`config.mk`:
```
export PLATFORM = sky130hd
export DESIGN_NAME = echp_host_port
export DESIGN_NICKNAME = d
export VERILOG_FILES = /design/src/core/echp_pkg.sv /design/src/core/echp_fifo.sv /design/src/core/echp_host_port.sv
export VERILOG_INCLUDE_DIRS = /design/src /design/src/core
export SDC_FILE = /design/constraint.sdc
export NUM_CORES = 1
export LEC_CHECK = 0
export BUFFER_PORTS_ARGS = -buffer_cell sky130_fd_sc_hd__buf_2
export CELL_PAD_IN_SITES_DETAIL_PLACEMENT = 1
export CELL_PAD_IN_SITES_GLOBAL_PLACEMENT = 1
export CORE_ASPECT_RATIO = 1.5
export CORE_MARGIN = 2
export CORE_UTILIZATION = 45
export DETAILED_ROUTE_END_ITERATION = 16
export PLACE_DENSITY = 0.85
export SYNTH_ARGS = -nofsm -noshare
export SYNTH_HDL_FRONTEND = slang
export SYNTH_SLANG_ARGS = --single-unit
```
`constraint.sdc`:
```
create_clock -name clk_sys -period 4.52 [get_ports clk_sys]
set_clock_uncertainty 0.2 [all_clocks]
set_input_delay 0.452 -clock clk_sys [delete_from_list [all_inputs] [get_ports clk_sys]]
set_output_delay 0.452 -clock clk_sys [all_outputs]
set_load 0.02 [all_outputs]
```
`src/core/echp_defines.svh`:
```
/*
  constants for the card host port decode: address patterns, register fields, reset values, timing
  assumes inclusion by bare name from the host port module
*/
`ifndef ECHP_DEFINES_SVH
`define ECHP_DEFINES_SVH
// byte addresses of the card space registers
`define ECHP_PAGE_OFS 32'h0334_3000
`define ECHP_STAT_OFS 32'h0334_2000
`define ECHP_SRAM_OFS 32'h0334_1000
`define ECHP_PROM_OFS 32'h0334_0000
// decode patterns on local address bits 13:12
`define ECHP_SEL_PAGE 2'h3
`define ECHP_SEL_STAT 2'h2
`define ECHP_SEL_SRAM 2'h1
`define ECHP_SEL_PROM 2'h0
`define ECHP_SEL_CTRL 2'h3
`define ECHP_SEL_PORT 2'h2
// page register fields
`define ECHP_SRST_BIT 15
`define ECHP_DIR_BIT 14
`define ECHP_PAGE_HI 8
`define ECHP_PAGE_RST 16'h0000
// controller strobe timing
`define ECHP_CLK_NS 20
`define ECHP_STROBE_NS 60
`define ECHP_STROBE_CYC ((`ECHP_STROBE_NS + `ECHP_CLK_NS - 1) / `ECHP_CLK_NS)
// data port buffer
`define ECHP_FIFO_W 16
`define ECHP_FIFO_D 8
`endif

```
`src/core/echp_pkg.sv`:
```
/*
  types shared by the card host port decode
  assumes echp_defines.svh is on the include path
*/
package echp_pkg;
	// host cycle state, one-hot
	typedef enum logic [5:0] {
		ST_IDLE = 6'h01,
		ST_SLV_RD = 6'h02,
		ST_SLV_WR = 6'h04,
		ST_MST_RD = 6'h08,
		ST_MST_WR = 6'h10,
		ST_DONE = 6'h20
	} echp_state_t;
endpackage : echp_pkg

```
`src/core/echp_fifo.sv`:
```
/*
  data port buffer: parameterised fifo with valid and ready on both sides
  assumes one clock and a synchronous active high reset
*/
module echp_fifo #(
	parameter int W = 16,
	parameter int D = 8
) (
	input wire logic clk_sys,
	input wire logic rst,
	input wire logic inValid,
	output logic inReady,
	input wire logic [W-1:0] inData,
	output logic outValid,
	input wire logic outReady,
	output logic [W-1:0] outData
);
	localparam int AW = $clog2(D);
	logic [W-1:0] mem [D];      // storage words
	logic [AW:0] wrPtr;         // write pointer with wrap bit
	logic [AW:0] rdPtr;         // read pointer with wrap bit
	wire logic full = (wrPtr[AW] != rdPtr[AW]) && (wrPtr[AW-1:0] == rdPtr[AW-1:0]);
	wire logic empty = (wrPtr == rdPtr);
	wire logic push = inValid && !full;
	wire logic pop = outReady && !empty;
	assign inReady = !full;
	assign outValid = !empty;
	assign outData = mem[rdPtr[AW-1:0]];
	// pointer update
	always_ff @(posedge clk_sys) begin
		if (rst) begin
			wrPtr <= '0;
			rdPtr <= '0;
		end else begin
			if (push) wrPtr <= wrPtr + 1'b1;
			if (pop) rdPtr <= rdPtr + 1'b1;
		end
	end
	// word store
	always_ff @(posedge clk_sys) begin
		if (push) mem[wrPtr[AW-1:0]] <= inData;
	end
endmodule : echp_fifo

```
`src/core/echp_host_port.sv`:
```
/*
  host side decode and cycle access control of the network card
  assumes host cycles synchronous to clk_sys, held until hostReady
*/
`include "echp_defines.svh"
module echp_host_port
	import echp_pkg::*;
(
	input wire logic clk_sys,
	input wire logic rst,
	input wire logic hostCycle,
	input wire logic hostModule,
	input wire logic hostWrite,
	input wire logic [13:2] hostAddr,
	input wire logic [15:0] hostWrData,
	output logic hostReady,
	output logic [15:0] hostRdData,
	output logic cardIrqN,
	output logic [18:0] promAddr,
	input wire logic [7:0] promData,
	output logic sramTestSel,
	output logic [3:0] ctrlRegSelect,
	output logic ctrlCsN,
	output logic ctrlRdN,
	output logic ctrlWrN,
	input wire logic [7:0] ctrlDataIn,
	output logic [7:0] ctrlDataOut,
	output logic ctrlDataOe,
	input wire logic ctrlBusReq,
	output logic ctrlBusAck,
	input wire logic ctrlIrq,
	output logic ctrlResetN,
	output logic portLatched,
	input wire logic dmaInValid,
	input wire logic [15:0] dmaInData,
	output logic dmaInReady,
	output logic dmaOutValid,
	output logic [15:0] dmaOutData,
	input wire logic dmaOutReady
);
	localparam logic [2:0] STROBE_LAST = 3'(`ECHP_STROBE_CYC - 1);

	echp_state_t state;        // cycle machine state
	echp_state_t next_state;   // its next value
	logic [15:0] page;         // page and port control register
	logic irqN;                // sampled controller interrupt, low active
	logic sideDone;            // card space cycle answered
	logic csActive;            // controller select held
	logic [2:0] slvCnt;        // strobe length counter
	logic [15:0] wrLatch;      // host write data held for the cycle

	// decode of the current host cycle
	wire logic [1:0] selBits = hostAddr[13:12];
	wire logic intRst = rst || !page[`ECHP_SRST_BIT];
	wire logic dirRead = page[`ECHP_DIR_BIT];
	wire logic modCtrl = hostModule && selBits == `ECHP_SEL_CTRL;
	wire logic modPort = hostModule && selBits == `ECHP_SEL_PORT;
	// cycles that never touch the internal bus
	wire logic sideHit = hostCycle && !sideDone && state == ST_IDLE
		&& (!hostModule || intRst || !(modCtrl || modPort));
	wire logic podHit = sideHit && !hostModule;
	wire logic pageWr = podHit && hostWrite && selBits == `ECHP_SEL_PAGE;
	wire logic statRd = podHit && !hostWrite && selBits == `ECHP_SEL_STAT;
	wire logic promRd = podHit && !hostWrite && selBits == `ECHP_SEL_PROM;
	wire logic sramHit = podHit && selBits == `ECHP_SEL_SRAM;
	// state groups
	wire logic stSlv = state == ST_SLV_RD || state == ST_SLV_WR;
	wire logic stMst = state == ST_MST_RD || state == ST_MST_WR;
	wire logic slvEnd = csActive && slvCnt == STROBE_LAST;

	// buffer hookup, direction from the page register
	logic fifoInValid;
	logic fifoInReady;
	logic [15:0] fifoInData;
	logic fifoOutValid;
	logic fifoOutReady;
	logic [15:0] fifoOutData;
	wire logic hostPush = state == ST_MST_WR && !dirRead;
	wire logic hostPop = state == ST_MST_RD && dirRead;
	assign fifoInValid = dirRead ? dmaInValid : hostPush;
	assign fifoInData = dirRead ? dmaInData : wrLatch;
	assign dmaInReady = dirRead && fifoInReady;
	assign fifoOutReady = dirRead ? hostPop : dmaOutReady;
	assign dmaOutValid = !dirRead && fifoOutValid;
	assign dmaOutData = fifoOutData;

	echp_fifo #(
		.W(`ECHP_FIFO_W),
		.D(`ECHP_FIFO_D)
	) u_fifo (
		.clk_sys(clk_sys),
		.rst(rst),
		.inValid(fifoInValid),
		.inReady(fifoInReady),
		.inData(fifoInData),
		.outValid(fifoOutValid),
		.outReady(fifoOutReady),
		.outData(fifoOutData)
	);

	// paged prom address: page field above word offset
	assign promAddr = {page[`ECHP_PAGE_HI:0], hostAddr[11:2]};
	assign hostReady = sideDone || state == ST_DONE;
	assign cardIrqN = irqN;
	assign ctrlResetN = page[`ECHP_SRST_BIT];
	assign ctrlCsN = !csActive;
	assign ctrlRdN = !(csActive && state == ST_SLV_RD);
	assign ctrlWrN = !(csActive && state == ST_SLV_WR);
	assign ctrlDataOe = csActive && state == ST_SLV_WR;
	assign ctrlDataOut = wrLatch[7:0];

	// page register, cleared only by power on reset
	always_ff @(posedge clk_sys) begin
		if (rst) begin
			page <= `ECHP_PAGE_RST;
		end else if (pageWr) begin
			page <= hostWrData;
		end
	end

	// controller interrupt, passed on low active
	always_ff @(posedge clk_sys) begin
		if (rst) irqN <= 1'b1;
		else irqN <= !ctrlIrq;
	end

	// card space answer, next cycle, no arbitration
	always_ff @(posedge clk_sys) begin
		if (rst) begin
			sideDone <= 1'b0;
			sramTestSel <= 1'b0;
		end else begin
			sideDone <= sideHit || (sideDone && hostCycle);
			sramTestSel <= sramHit;
		end
	end

	// next state of the cycle machine
	always_comb begin
		next_state = state;
		case (state)
			ST_IDLE: begin
				// wait for a module space cycle
				if (hostCycle && !intRst && modCtrl) begin
					next_state = hostWrite ? ST_SLV_WR : ST_SLV_RD;
				end else if (hostCycle && !intRst && modPort) begin
					next_state = hostWrite ? ST_MST_WR : ST_MST_RD;
				end
			end
			ST_SLV_RD, ST_SLV_WR: begin
				// hold until the strobe has run out
				if (slvEnd) next_state = ST_DONE;
			end
			ST_MST_RD: begin
				// wrong direction answers at once
				if (!dirRead || fifoOutValid) next_state = ST_DONE;
			end
			ST_MST_WR: begin
				if (dirRead || fifoInReady) next_state = ST_DONE;
			end
			ST_DONE: begin
				// host drops its cycle
				if (!hostCycle) next_state = ST_IDLE;
			end
			default: begin
				next_state = ST_IDLE;
			end
		endcase
	end

	// state register, idle on any internal reset
	always_ff @(posedge clk_sys) begin
		if (intRst) state <= ST_IDLE;
		else state <= next_state;
	end

	// bus ownership: controller keeps a running grant, new grant waits
	always_ff @(posedge clk_sys) begin
		if (intRst) ctrlBusAck <= 1'b0;
		else ctrlBusAck <= ctrlBusReq && (ctrlBusAck || !stSlv);
	end

	// controller select starts only once the bus is free
	always_ff @(posedge clk_sys) begin
		if (intRst) begin
			csActive <= 1'b0;
			slvCnt <= '0;
		end else begin
			csActive <= stSlv && !slvEnd && (csActive || (!ctrlBusAck && !ctrlBusReq));
			slvCnt <= csActive && !slvEnd ? slvCnt + 3'h1 : 3'h0;
		end
	end

	// register select and write data latched at cycle start
	always_ff @(posedge clk_sys) begin
		if (rst) begin
			ctrlRegSelect <= 4'h0;
			wrLatch <= 16'h0000;
		end else if (state == ST_IDLE && hostCycle) begin
			ctrlRegSelect <= hostAddr[5:2];
			wrLatch <= hostWrData;
		end
	end

	// transceiver mode: latched for port, transparent otherwise
	always_ff @(posedge clk_sys) begin
		if (rst) portLatched <= 1'b0;
		else portLatched <= next_state == ST_MST_RD || next_state == ST_MST_WR;
	end

	// read data; page read and status write return zero
	always_ff @(posedge clk_sys) begin
		if (rst) begin
			hostRdData <= 16'h0000;
		end else if (statRd) begin
			hostRdData <= {15'h0000, irqN};
		end else if (promRd) begin
			hostRdData <= {8'h00, promData};
		end else if (sideHit) begin
			hostRdData <= 16'h0000;
		end else if (state == ST_SLV_RD && slvEnd) begin
			hostRdData <= {8'h00, ctrlDataIn};
		end else if (state == ST_MST_RD && next_state == ST_DONE) begin
			hostRdData <= dirRead ? fifoOutData : 16'h0000;
		end
	end

	// power on reset gives page zero
	chk_page_reset: assert property (@(posedge clk_sys) rst |=> page == `ECHP_PAGE_RST)
		else $error("page register not cleared by reset");
	// page write lands whole
	chk_page_write: assert property (@(posedge clk_sys) disable iff (rst)
		pageWr |=> page == $past(hostWrData))
		else $error("page write lost");
	// page only moves on a page write, soft reset included
	chk_page_keep: assert property (@(posedge clk_sys) disable iff (rst)
		!pageWr |=> $stable(page))
		else $error("page changed without write");
	// status read shows interrupt low active in bit 0
	chk_status_bit: assert property (@(posedge clk_sys) disable iff (rst)
		statRd |=> hostRdData == {15'h0000, !$past(ctrlIrq, 2)})
		else $error("status read wrong");
	// card space answered on the next edge
	chk_side_fast: assert property (@(posedge clk_sys) disable iff (rst)
		podHit |=> hostReady)
		else $error("card space cycle stretched");
	// never select while the controller owns the bus
	chk_cs_guard: assert property (@(posedge clk_sys) disable iff (rst)
		!ctrlCsN |-> !ctrlBusAck)
		else $error("select during controller ownership");
	// strobe runs its full length
	chk_cs_width: assert property (@(posedge clk_sys) disable iff (intRst)
		$fell(ctrlCsN) |-> (!ctrlCsN) [*3] ##1 ctrlCsN)
		else $error("select width wrong");
	// register select stands during select
	chk_sel_stable: assert property (@(posedge clk_sys) disable iff (rst)
		!ctrlCsN && !$rose(!ctrlCsN) |-> $stable(ctrlRegSelect))
		else $error("register select moved");
	// host pop with a word present ends the cycle
	chk_port_pop: assert property (@(posedge clk_sys) disable iff (rst)
		hostPop && fifoOutValid |=> state == ST_DONE)
		else $error("port read not completed");
	// internal reset returns to idle
	chk_idle_reset: assert property (@(posedge clk_sys)
		intRst |=> state == ST_IDLE)
		else $error("cycle machine not idle");
endmodule : echp_host_port

```
==> out/metrics.json, run 1 <==
{
  "starting_density_of_the_core": 0.4557,
  "critical_path.cell_chain": "nand2_1 -> o22ai_1 -> nor2_1 -> buf_2",
  "numPortBuffers": 131,
  "power_leakage_nw": 3.674,
  "irDropWorstVdd_mv": 0.2758,
  "final_core_util": 0.5288,
  "worst_path_cell_with_the_longest_stage_delay": "dfxtp_1",
  "gpl.final_weighted_congestion": 0.8527,
  "first_global_vias": 6447,
  "most_common_cell_after_layout_fill_and_taps_aside": "buf_2",
  "finalNetCount": 873,
  "final-setup-viol-count": 0,
  "layout_worst_path_cycle_share": 0.7272,
  "max_freq_mhz": 304.2,
  "cts-root-buf": "clkbuf_16",
  "synthCells": 689,
  "wirelength_um": 23710,
  "core_region_area_mm2": 0.01901,
  "clkTransAtPathRegs_ns": 0.06,
  "syn-mean-instance-area_um2": 12.57,
  "final.setup.tns_ns": 0,
  "final_hpwl_dp_um": 16330,
  "floorplan.io_pins": 144,
  "finalHoldViolations": 0,
  "path_max_fanout": 21,
  "finalCriticalPeriod_ns": 3.287,
  "dp.cells": 1028,
  "layout.cells.non_filler": 1069,
  "tritoncts.num_buffers": 18,
  "finished_layout_cell_area_mm2": 0.01005,
  "yosys_warnings": 0,
  "synth_cell_type_count": 61,
  "maxSlewHeadroom": 0.3028,
  "critPathKind": "reg -> out",
  "worstSetupEndpointType": "output pin",
  "placed_cell_area_mm2": 0.009404,
  "die_x_um": 117.3,
  "dr_total_vias": 6107,
  "fill_cells": 1981,
  "globalRoute.totalOverflow": 0,
  "yosys_register_bits": 201,
  "drtAntennaViolNets": 0,
  "drive_above_1_share": 0.2980,
  "route.detailed.wl_per_inst_um": 22.18,
  "cts_max_level": 1,
  "synthesis.area_mm2": 0.008661,
  "synth_top_cells_by_area": "edfxtp_1, dfxtp_1, mux2_2",
  "rsz0062_at_grt": "false",
  "max-clock-path-buffers": 3,
  "clock_sinks": 201,
  "post_drt_via_cell_ratio": 5.713,
  "first_pass_grt_wire_length_um": 36290,
  "hold_path.class": "in -> reg",
  "kind_of_launch_point_of_the_worst_setup_path": "flop",
  "worstPathArrival_ns": 2.63,
  "track_usage": 0.2369,
  "drt_pre_antenna_iters": 5,
  "synth_largest_area_cell": "edfxtp_1",
  "rows": 62,
  "tritoncts": "yes",
  "maxCapViolCount": 0,
  "timing.critical_path.required_ns": 3.87,
  "yosysSeqAreaShare": 0.6125,
  "power_per_cell_area_mw_per_mm2": 363.4,
  "synth_async_sr_flop_share": 0,
  "synth_top_area_share": 0.4438,
  "ctsResizeCount": 0,
  "flow.area_growth_from_synthesis_pct": 16.05,
  "finalMaxSlewViolations": 0,
  "synth_top_flop_cell": "edfxtp_1",
  "worst_path_largest_cell_delay_ns": 1.01,
  "largest_net_degree_at_the_start_of_global_routing": 52,
  "die-area_mm2": 0.02040,
  "mostFrequentLayoutCells": "buf_2, edfxtp_1, nand2_1, dfxtp_1, a21oi_1",
  "detailedRoute.firstIterationViolations": 418,
  "tightestPinTransition_ns": 1.044,
  "antenna_found_initial": 1,
  "synth.net_count": 762,
  "dr_drc_count": 0,
  "worst_skew_pair_later_pin_latency_ns": 0.49,
  "die_h_um": 173.9,
  "status": "finished clean",
  "synth-edff-count": 128
}
## logic make-up (layout without fill, tap and decap cells)
| logic type | after synthesis | after routing | share of synthesized area |
|---|---|---|---|
| AND/OR/NAND/NOR | 203 | 203 | 0.1169 |
| flip-flops | 201 | 201 | 0.6125 |
| AO/OA/AOI/OAI | 112 | 112 | 0.08784 |
| buffers and inverters | 87 | 210 | 0.05186 |
| multiplexers | 72 | 72 | 0.1147 |
| XOR/XNOR | 9 | 9 | 0.009102 |
| adder cells (fa/ha/maj) | 5 | 5 | 0.007079 |
| other | 0 | 1 | 0 |
## cell usage after synthesis, types with 4 or more instances
| master | count |
|---|---|
| edfxtp_1 | 128 |
| mux4_2 | 18 |
| o22ai_1 | 7 |
| nor2_1 | 34 |
| nand3_1 | 16 |
| a221oi_1 | 7 |
| ha_1 | 4 |
| dfxtp_1 | 73 |
| buf_4 | 27 |
| or4_1 | 8 |
| nand2b_1 | 7 |
| nor3_1 | 10 |
| mux2_2 | 38 |
| mux2i_1 | 16 |
| buf_2 | 5 |
| o21ai_0 | 7 |
| a21oi_1 | 47 |
| nor2b_1 | 6 |
| a22o_1 | 8 |
| xor2_1 | 6 |
| nor4_1 | 5 |
| o31ai_1 | 7 |
| nor3b_1 | 9 |
| inv_1 | 24 |
| clkbuf_1 | 27 |
| a211oi_1 | 8 |
| nand2_1 | 83 |
## final cells by class
type                       instances  area (um2)  share of cell area
multi-input combinational        401        2923              0.2908
antenna                            1       2.502           0.0002490
clock inverter                     7       56.30            0.005602
clock buffer                      25       508.0             0.05054
timing repair buffer             153       840.8             0.08365
inverter                          25       93.84            0.009336
sequential                       201        5306              0.5279
tap                              256       320.3             0.03187
## registers in the layout, summed over array words and instances (netlist names), 3 cells and up, named ones only
| name | cells |
|---|---|
| u_fifo.mem | 128 |
| hostRdData | 16 |
| wrLatch | 16 |
| page | 11 |
| state | 6 |
| ctrlRegSelect | 4 |
| u_fifo.rdPtr | 4 |
| u_fifo.wrPtr | 4 |
| slvCnt | 3 |
## worst paths after layout
kind	depth (start not counted)	slack, ns	endpoint	startpoint
hold / removal	3	0.02	wrLatch[15]	hostWrData[15]
hold reg to reg	2	0.25	hostRdData[13]	hostRdData[13]
setup reg to reg	5	1.59	hostRdData[0]	u_fifo.wrPtr[1]
setup / recovery	4	1.23	dmaOutData[1]	flop
## what timing repair did
action / in CTS / in global routing
hold buffers: 8 / 0
hold endpoints to repair: 9 / 0
buffers inserted: 0 / 0
## layer usage
layer	part of all wire	up-vias	routed length [um]	GRT usage
met5	0	-	0	0
met4	0.036	0	862	0.1005
met3	0.042	50	1007	0.02929
met2	0.55	198	13060	0.4346
met1	0.37	3109	8781	0.2697
li1	-	2750	-	-
## metrics by stage
stage / power, mW / worst slack (ns) / hold slack (ns)
after floorplan: 2.121 / 1.203 / 0.2173
after global placement: 2.179 / 1.518 / 0.2338
after detailed placement: 2.186 / 1.427 / 0.2423
after CTS: 3.676 / 1.183 / 0.0004626
after global routing: 3.750 / 1.118 / 0.01874
final: 3.652 / 1.233 / 0.01712
## power by group
part / internal, mW / switching [mW]
Combinational: 0.0641 / 0.110
Clock: 0.844 / 0.656
Sequential: 1.97 / 0.0128
Total: 2.87 / 0.779
## worst max-delay path: cells and delay by family, from the launching register on
family | cells | cell delay [ns]
simple gates | 2 | 0.52
buf+inv | 1 | 0.18
flops | 1 | 1.01
compound gates | 1 | 0.44
No activity file was read; power rests on OpenSTA's default activity.
==> run 2, diff against run 1 <==
==> constraint.sdc (replaced) <==
create_clock -name clk_sys -period 3.35 [get_ports clk_sys]
set_clock_uncertainty 0.2 [all_clocks]
set_input_delay 0.335 -clock clk_sys [delete_from_list [all_inputs] [get_ports clk_sys]]
set_output_delay 0.335 -clock clk_sys [all_outputs]
set_load 0.02 [all_outputs]
==> run 2 against run 1 <==
Power increased by 38%. Critical path depth stayed put. Worst hold slack better by 0.069 ns. Cell area increased by 3.0%. Combinational power rose by 49%. Critical endpoint is now dmaOutData[15]. Highest routed layer unchanged.
==> out/metrics.json, run 2 (synthesis gave the netlist of run 1 again) <==
{
  "die_h_um": 173.9,
  "dr_drc_count": 0,
  "maxCapViolCount": 0,
  "post_drt_via_cell_ratio": 5.622,
  "clkTransAtPathRegs_ns": 0.06,
  "rows": 62,
  "route.detailed.wl_per_inst_um": 22.27,
  "most_common_cell_after_layout_fill_and_taps_aside": "buf_2",
  "fill_cells": 1973,
  "track_usage": 0.2444,
  "worstSetupEndpointType": "output pin",
  "largest_register_ffs": 128,
  "finalHoldViolations": 0,
  "layout_worst_path_cycle_share": 0.9200,
  "finalMaxSlewViolations": 0,
  "worst_path_cell_with_the_longest_stage_delay": "dfxtp_1",
  "clock_sinks": 201,
  "worst_path_largest_cell_delay_ns": 0.62,
  "floorplan.io_pins": 144,
  "drtAntennaViolNets": 0,
  "pnr_total_power_mw": 5.040,
  "tritoncts": "yes",
  "final_hpwl_dp_um": 17000,
  "finalNetCount": 901,
  "finished_layout_cell_area_mm2": 0.01035,
  "final.setup.tns_ns": 0,
  "core_region_area_mm2": 0.01901,
  "die_x_um": 117.3,
  "cts-root-buf": "clkbuf_16",
  "power_leakage_nw": 3.812,
  "kind_of_launch_point_of_the_worst_setup_path": "flop",
  "finalCriticalPeriod_ns": 3.082,
  "dr_total_vias": 6173,
  "detailedPlace.worstSlack_ns": 0.5389,
  "status": "finished clean",
  "flow.area_growth_from_synthesis_pct": 19.49,
  "timing.critical_path.required_ns": 2.81,
  "hold_path.class": "in -> reg",
  "detailedRoute.firstIterationViolations": 321,
  "gpl.final_weighted_congestion": 0.8552,
  "maxSlewHeadroom": 0.4996,
  "max-clock-path-buffers": 3,
  "final-setup-viol-count": 0,
  "placed_cell_area_mm2": 0.009457,
  "cts_max_level": 1,
  "ctsResizeCount": 0,
  "final_critical_path_setup_slack_ns": 0.2681,
  "numPortBuffers": 131,
  "mostFrequentLayoutCells": "buf_2, edfxtp_1, nand2_1, dfxtp_1, a21oi_1",
  "starting_density_of_the_core": 0.4557,
  "path_max_fanout": 14,
  "wirelength_um": 24460,
  "worstPathArrival_ns": 2.55,
  "cp.buffers_inverters": 2,
  "max_freq_mhz": 324.5,
  "antenna_found_initial": 1,
  "drt_pre_antenna_iters": 4,
  "rsz0062_at_grt": "false",
  "tightestPinTransition_ns": 0.7506,
  "die-area_mm2": 0.02040,
  "largest_net_degree_at_the_start_of_global_routing": 47,
  "irDropWorstVdd_mv": 0.3728,
  "drive_above_1_share": 0.3044,
  "worst_skew_pair_later_pin_latency_ns": 0.49,
  "globalRoute.totalOverflow": 0,
  "tritoncts.num_buffers": 19,
  "critical_path.cell_chain": "buf_4 -> mux4_2 -> mux2_2 -> buf_2",
  "first_pass_grt_wire_length_um": 37760,
  "timing.critical_path.max_delay_family": "multiplexers",
  "first_global_vias": 6851,
  "post_cts_buffers": 0,
  "critPathKind": "reg -> out",
  "power_per_cell_area_mw_per_mm2": 487.0,
  "cts_hold_buf": 28
}
[run 2: metal layers]
metal  track usage  routed length, um  up-vias
li1              -                  -     2805
met1        0.2760               8837     3080
met2        0.4332              13280      207
met3       0.03940               1197       81
met4        0.1260               1141        0
met5             0                  0        -
[run 2: through the flow]
step	hold slack, ns	cells	utilization
floorplan	0.2087	689	-
global placement	0.2284	1035	0.4976
detailed placement	0.2416	1035	0.4976
CTS	0.07664	1097	0.5444
global route	0.08387	1098	0.5445
finish	0.08604	1098	0.5445
[run 2: path summary, 6_finish.rpt]
check / startpoint / endpoint / slack (ns) / depth (start not counted)
max reg2reg: state[2] / hostRdData[0] / 0.48 / 5
min reg2reg: slvCnt[0] / slvCnt[0] / 0.25 / 1
max: flop / dmaOutData[15] / 0.27 / 4
min: dmaInData[9] / u_fifo.mem[2][9] / 0.09 / 2
[run 2: layout make-up]
class	instances	area, um2	area share
diodes	1	2.502	0.0002418
clock buffers	25	528.0	0.05102
clock inverters	9	81.33	0.007859
inverters	25	93.84	0.009068
multi-input cells	401	2923	0.2824
flip-flops and latches	201	5306	0.5128
well taps	256	320.3	0.03095
repair buffers	180	1094	0.1057
[run 2: power by group]
| group | total [mW] | internal [mW] | switching [mW] |
|---|---|---|---|
| logic | 0.260 | 0.103 | 0.157 |
| clock network | 2.11 | 1.20 | 0.913 |
| registers | 2.67 | 2.65 | 0.0180 |
| total | 5.04 | 3.95 | 1.09 |
[run 2: worst reg2reg max path: stages (launching register included)]
cell and delay (ns):
dfxtp_1 0.39, or4_4 0.68, nor3_1 0.41, a21oi_1 0.27
and2_1 0.35, o41ai_2 0.44
==> run 3, diff against run 2 <==
--- a/config.mk
+++ b/config.mk
@@ -12,8 +12,9 @@
 export CORE_ASPECT_RATIO = 1.5
 export CORE_MARGIN = 2
 export CORE_UTILIZATION = 45
+export CTS_CLUSTER_SIZE = 25
 export DETAILED_ROUTE_END_ITERATION = 16
-export PLACE_DENSITY = 0.85
+export PLACE_DENSITY = 0.89
 export SYNTH_ARGS = -nofsm -noshare
 export SYNTH_HDL_FRONTEND = slang
 export SYNTH_SLANG_ARGS = --single-unit
==> run 3 against run 2 <==
Via count rose by 0.99%. Final cell count up 0.18%. Cell area is 0.94% higher. First-iteration DRC count increased by 26%. Critical endpoint is now dmaOutData[0]. Die area stayed put. Register-to-register slack better by 0.14 ns. Core utilization increased by 0.51 points. Worst hold slack worse by 0.058 ns.
==> out/metrics.json, run 3 (synthesis gave the netlist of run 1 again) <==
{
  "status": "finished clean",
  "dr_total_vias": 6234,
  "numPortBuffers": 131,
  "cts-root-buf": "clkbuf_16",
  "die-area_mm2": 0.02040,
  "highest_layer": "met4",
  "reg2regPathDepth": 5,
  "clkTransAtPathRegs_ns": 0.06,
  "drt_pre_antenna_iters": 5,
  "post_drt_via_cell_ratio": 5.667,
  "multi_input_combinational_cell_area_mm2": 0.002929,
  "rsz0062_at_grt": "false",
  "finalMaxSlewViolations": 0,
  "critical_path.reg2reg.startpoint": "state[2]",
  "wirelength_um": 24520,
  "power_leakage_nw": 3.878,
  "starting_density_of_the_core": 0.4557,
  "mostFrequentLayoutCells": "buf_2, edfxtp_1, nand2_1, dfxtp_1, a21oi_1",
  "maxSlewHeadroom": 0.5597,
  "detailedPlace.worstSlack_ns": 0.7226,
  "post_cts_buffers": 0,
  "ctsResizeCount": 0,
  "first_global_vias": 6791,
  "cts_hold_buf": 25,
  "critical_path.cell_chain": "buf_4 -> mux4_2 -> mux2i_1 -> inv_1 -> buf_2",
  "globalRoute.totalOverflow": 0,
  "final-setup-viol-count": 0,
  "worst_path_cell_with_the_longest_stage_delay": "mux4_2",
  "power_per_cell_area_mw_per_mm2": 506.2,
  "min_to": "sideDone",
  "max_freq_mhz": 338.9,
  "max-clock-path-buffers": 3,
  "finalHoldViolations": 0,
  "finalNetCount": 903,
  "core_region_area_mm2": 0.01901,
  "first_pass_grt_wire_length_um": 37700,
  "worstPathArrival_ns": 2.42,
  "rows": 62,
  "critPathKind": "reg -> out",
  "track_usage": 0.2430,
  "fill_cells": 1963,
  "clock_sinks": 201,
  "r2r_slack_ns": 0.62,
  "irDropWorstVdd_mv": 0.4350,
  "dr_drc_count": 0,
  "routed_metal_1_wire_length_um": 9302,
  "antenna_cells": 0,
  "hold_path.class": "in -> reg",
  "worst_path_largest_cell_delay_ns": 0.57,
  "path_max_fanout": 22,
  "largest_register_ffs": 128,
  "final_hpwl_dp_um": 17060,
  "maxCapViolCount": 0,
  "floorplan.io_pins": 144,
  "finalCriticalPeriod_ns": 2.951,
  "wl_met3_um": 1213,
  "storage_cell_area_mm2": 0.005305,
  "cp.buffers_inverters": 3,
  "final_critical_path_setup_slack_ns": 0.3991,
  "worst_skew_pair_later_pin_latency_ns": 0.49,
  "drive_above_1_share": 0.3069,
  "die_x_um": 117.3,
  "tightestPinTransition_ns": 0.6565,
  "die_h_um": 173.9,
  "layout_worst_path_cycle_share": 0.8809,
  "cts_max_level": 1,
  "antenna_found_initial": 0,
  "timing.critical_path.required_ns": 2.81,
  "kind_of_launch_point_of_the_worst_setup_path": "flop",
  "most_common_cell_after_layout_fill_and_taps_aside": "buf_2",
  "flow.area_growth_from_synthesis_pct": 20.62,
  "route.detailed.wl_per_inst_um": 22.29,
  "tritoncts.num_buffers": 20,
  "wl_met2_um": 13170,
  "crit-reg2reg-capture": "hostRdData[6]",
  "worstSetupEndpointType": "output pin",
  "detailedRoute.firstIterationViolations": 404,
  "timing.critical_path.max_delay_family": "multiplexers",
  "hp-start": "hostCycle",
  "hold-path-cell-count": 3,
  "drtAntennaViolNets": 0,
  "largest_net_degree_at_the_start_of_global_routing": 43,
  "final.setup.tns_ns": 0,
  "tritoncts": "yes",
  "gpl.final_weighted_congestion": 0.8928
}
## run 3: layout make-up
cell class | instances | share of cell area
multi-input cells | 401 | 0.2804
well taps | 256 | 0.03066
inverters | 25 | 0.008983
repair buffers | 181 | 0.1047
clock inverters | 3 | 0.006228
clock buffers | 33 | 0.06120
flip-flops and latches | 201 | 0.5078
## run 3: worst max path at each step
stage	startpoint	depth (start not counted)	endpoint	slack, ns
after floorplan	state[1]	6	u_fifo.mem[0][0]	0.03
after global placement	state[2]	5	hostRdData[6]	0.80
after detailed placement	state[2]	5	hostRdData[0]	0.72
after CTS	flop	5	dmaOutData[0]	0.35
after global routing	flop	5	dmaOutData[0]	0.29
final	flop	5	dmaOutData[0]	0.40
## run 3: where the power goes
group,switching (mW),internal (mW)
clock,0.908,1.46
combinational,0.152,0.101
sequential,0.0154,2.65
## run 3: layer usage
layer	track usage	up-vias
met2	0.4327	230
met3	0.03312	68
met1	0.2893	3132
met4	0.09853	0
met5	0	-
li1	-	2804
## run 3: worst min-delay path, cell delays in order
cell and delay (ns):
buf_2 0.15, clkinv_1 0.12, a211oi_1 0.06
## run 3: stage by stage
step,power (mW),area (um2),utilization,std cells,hold slack (ns)
2_1_floorplan,2.862,8661,-,689,0.2087
3_3_place_gp,2.940,9492,0.4994,1039,0.2307
3_5_place_dp,2.952,9492,0.4994,1039,0.2412
4_1_cts,5.320,10450,0.5496,1100,0.008195
5_1_grt,5.429,10450,0.5496,1100,0.02316
6_report,5.288,10450,0.5496,1100,0.02757
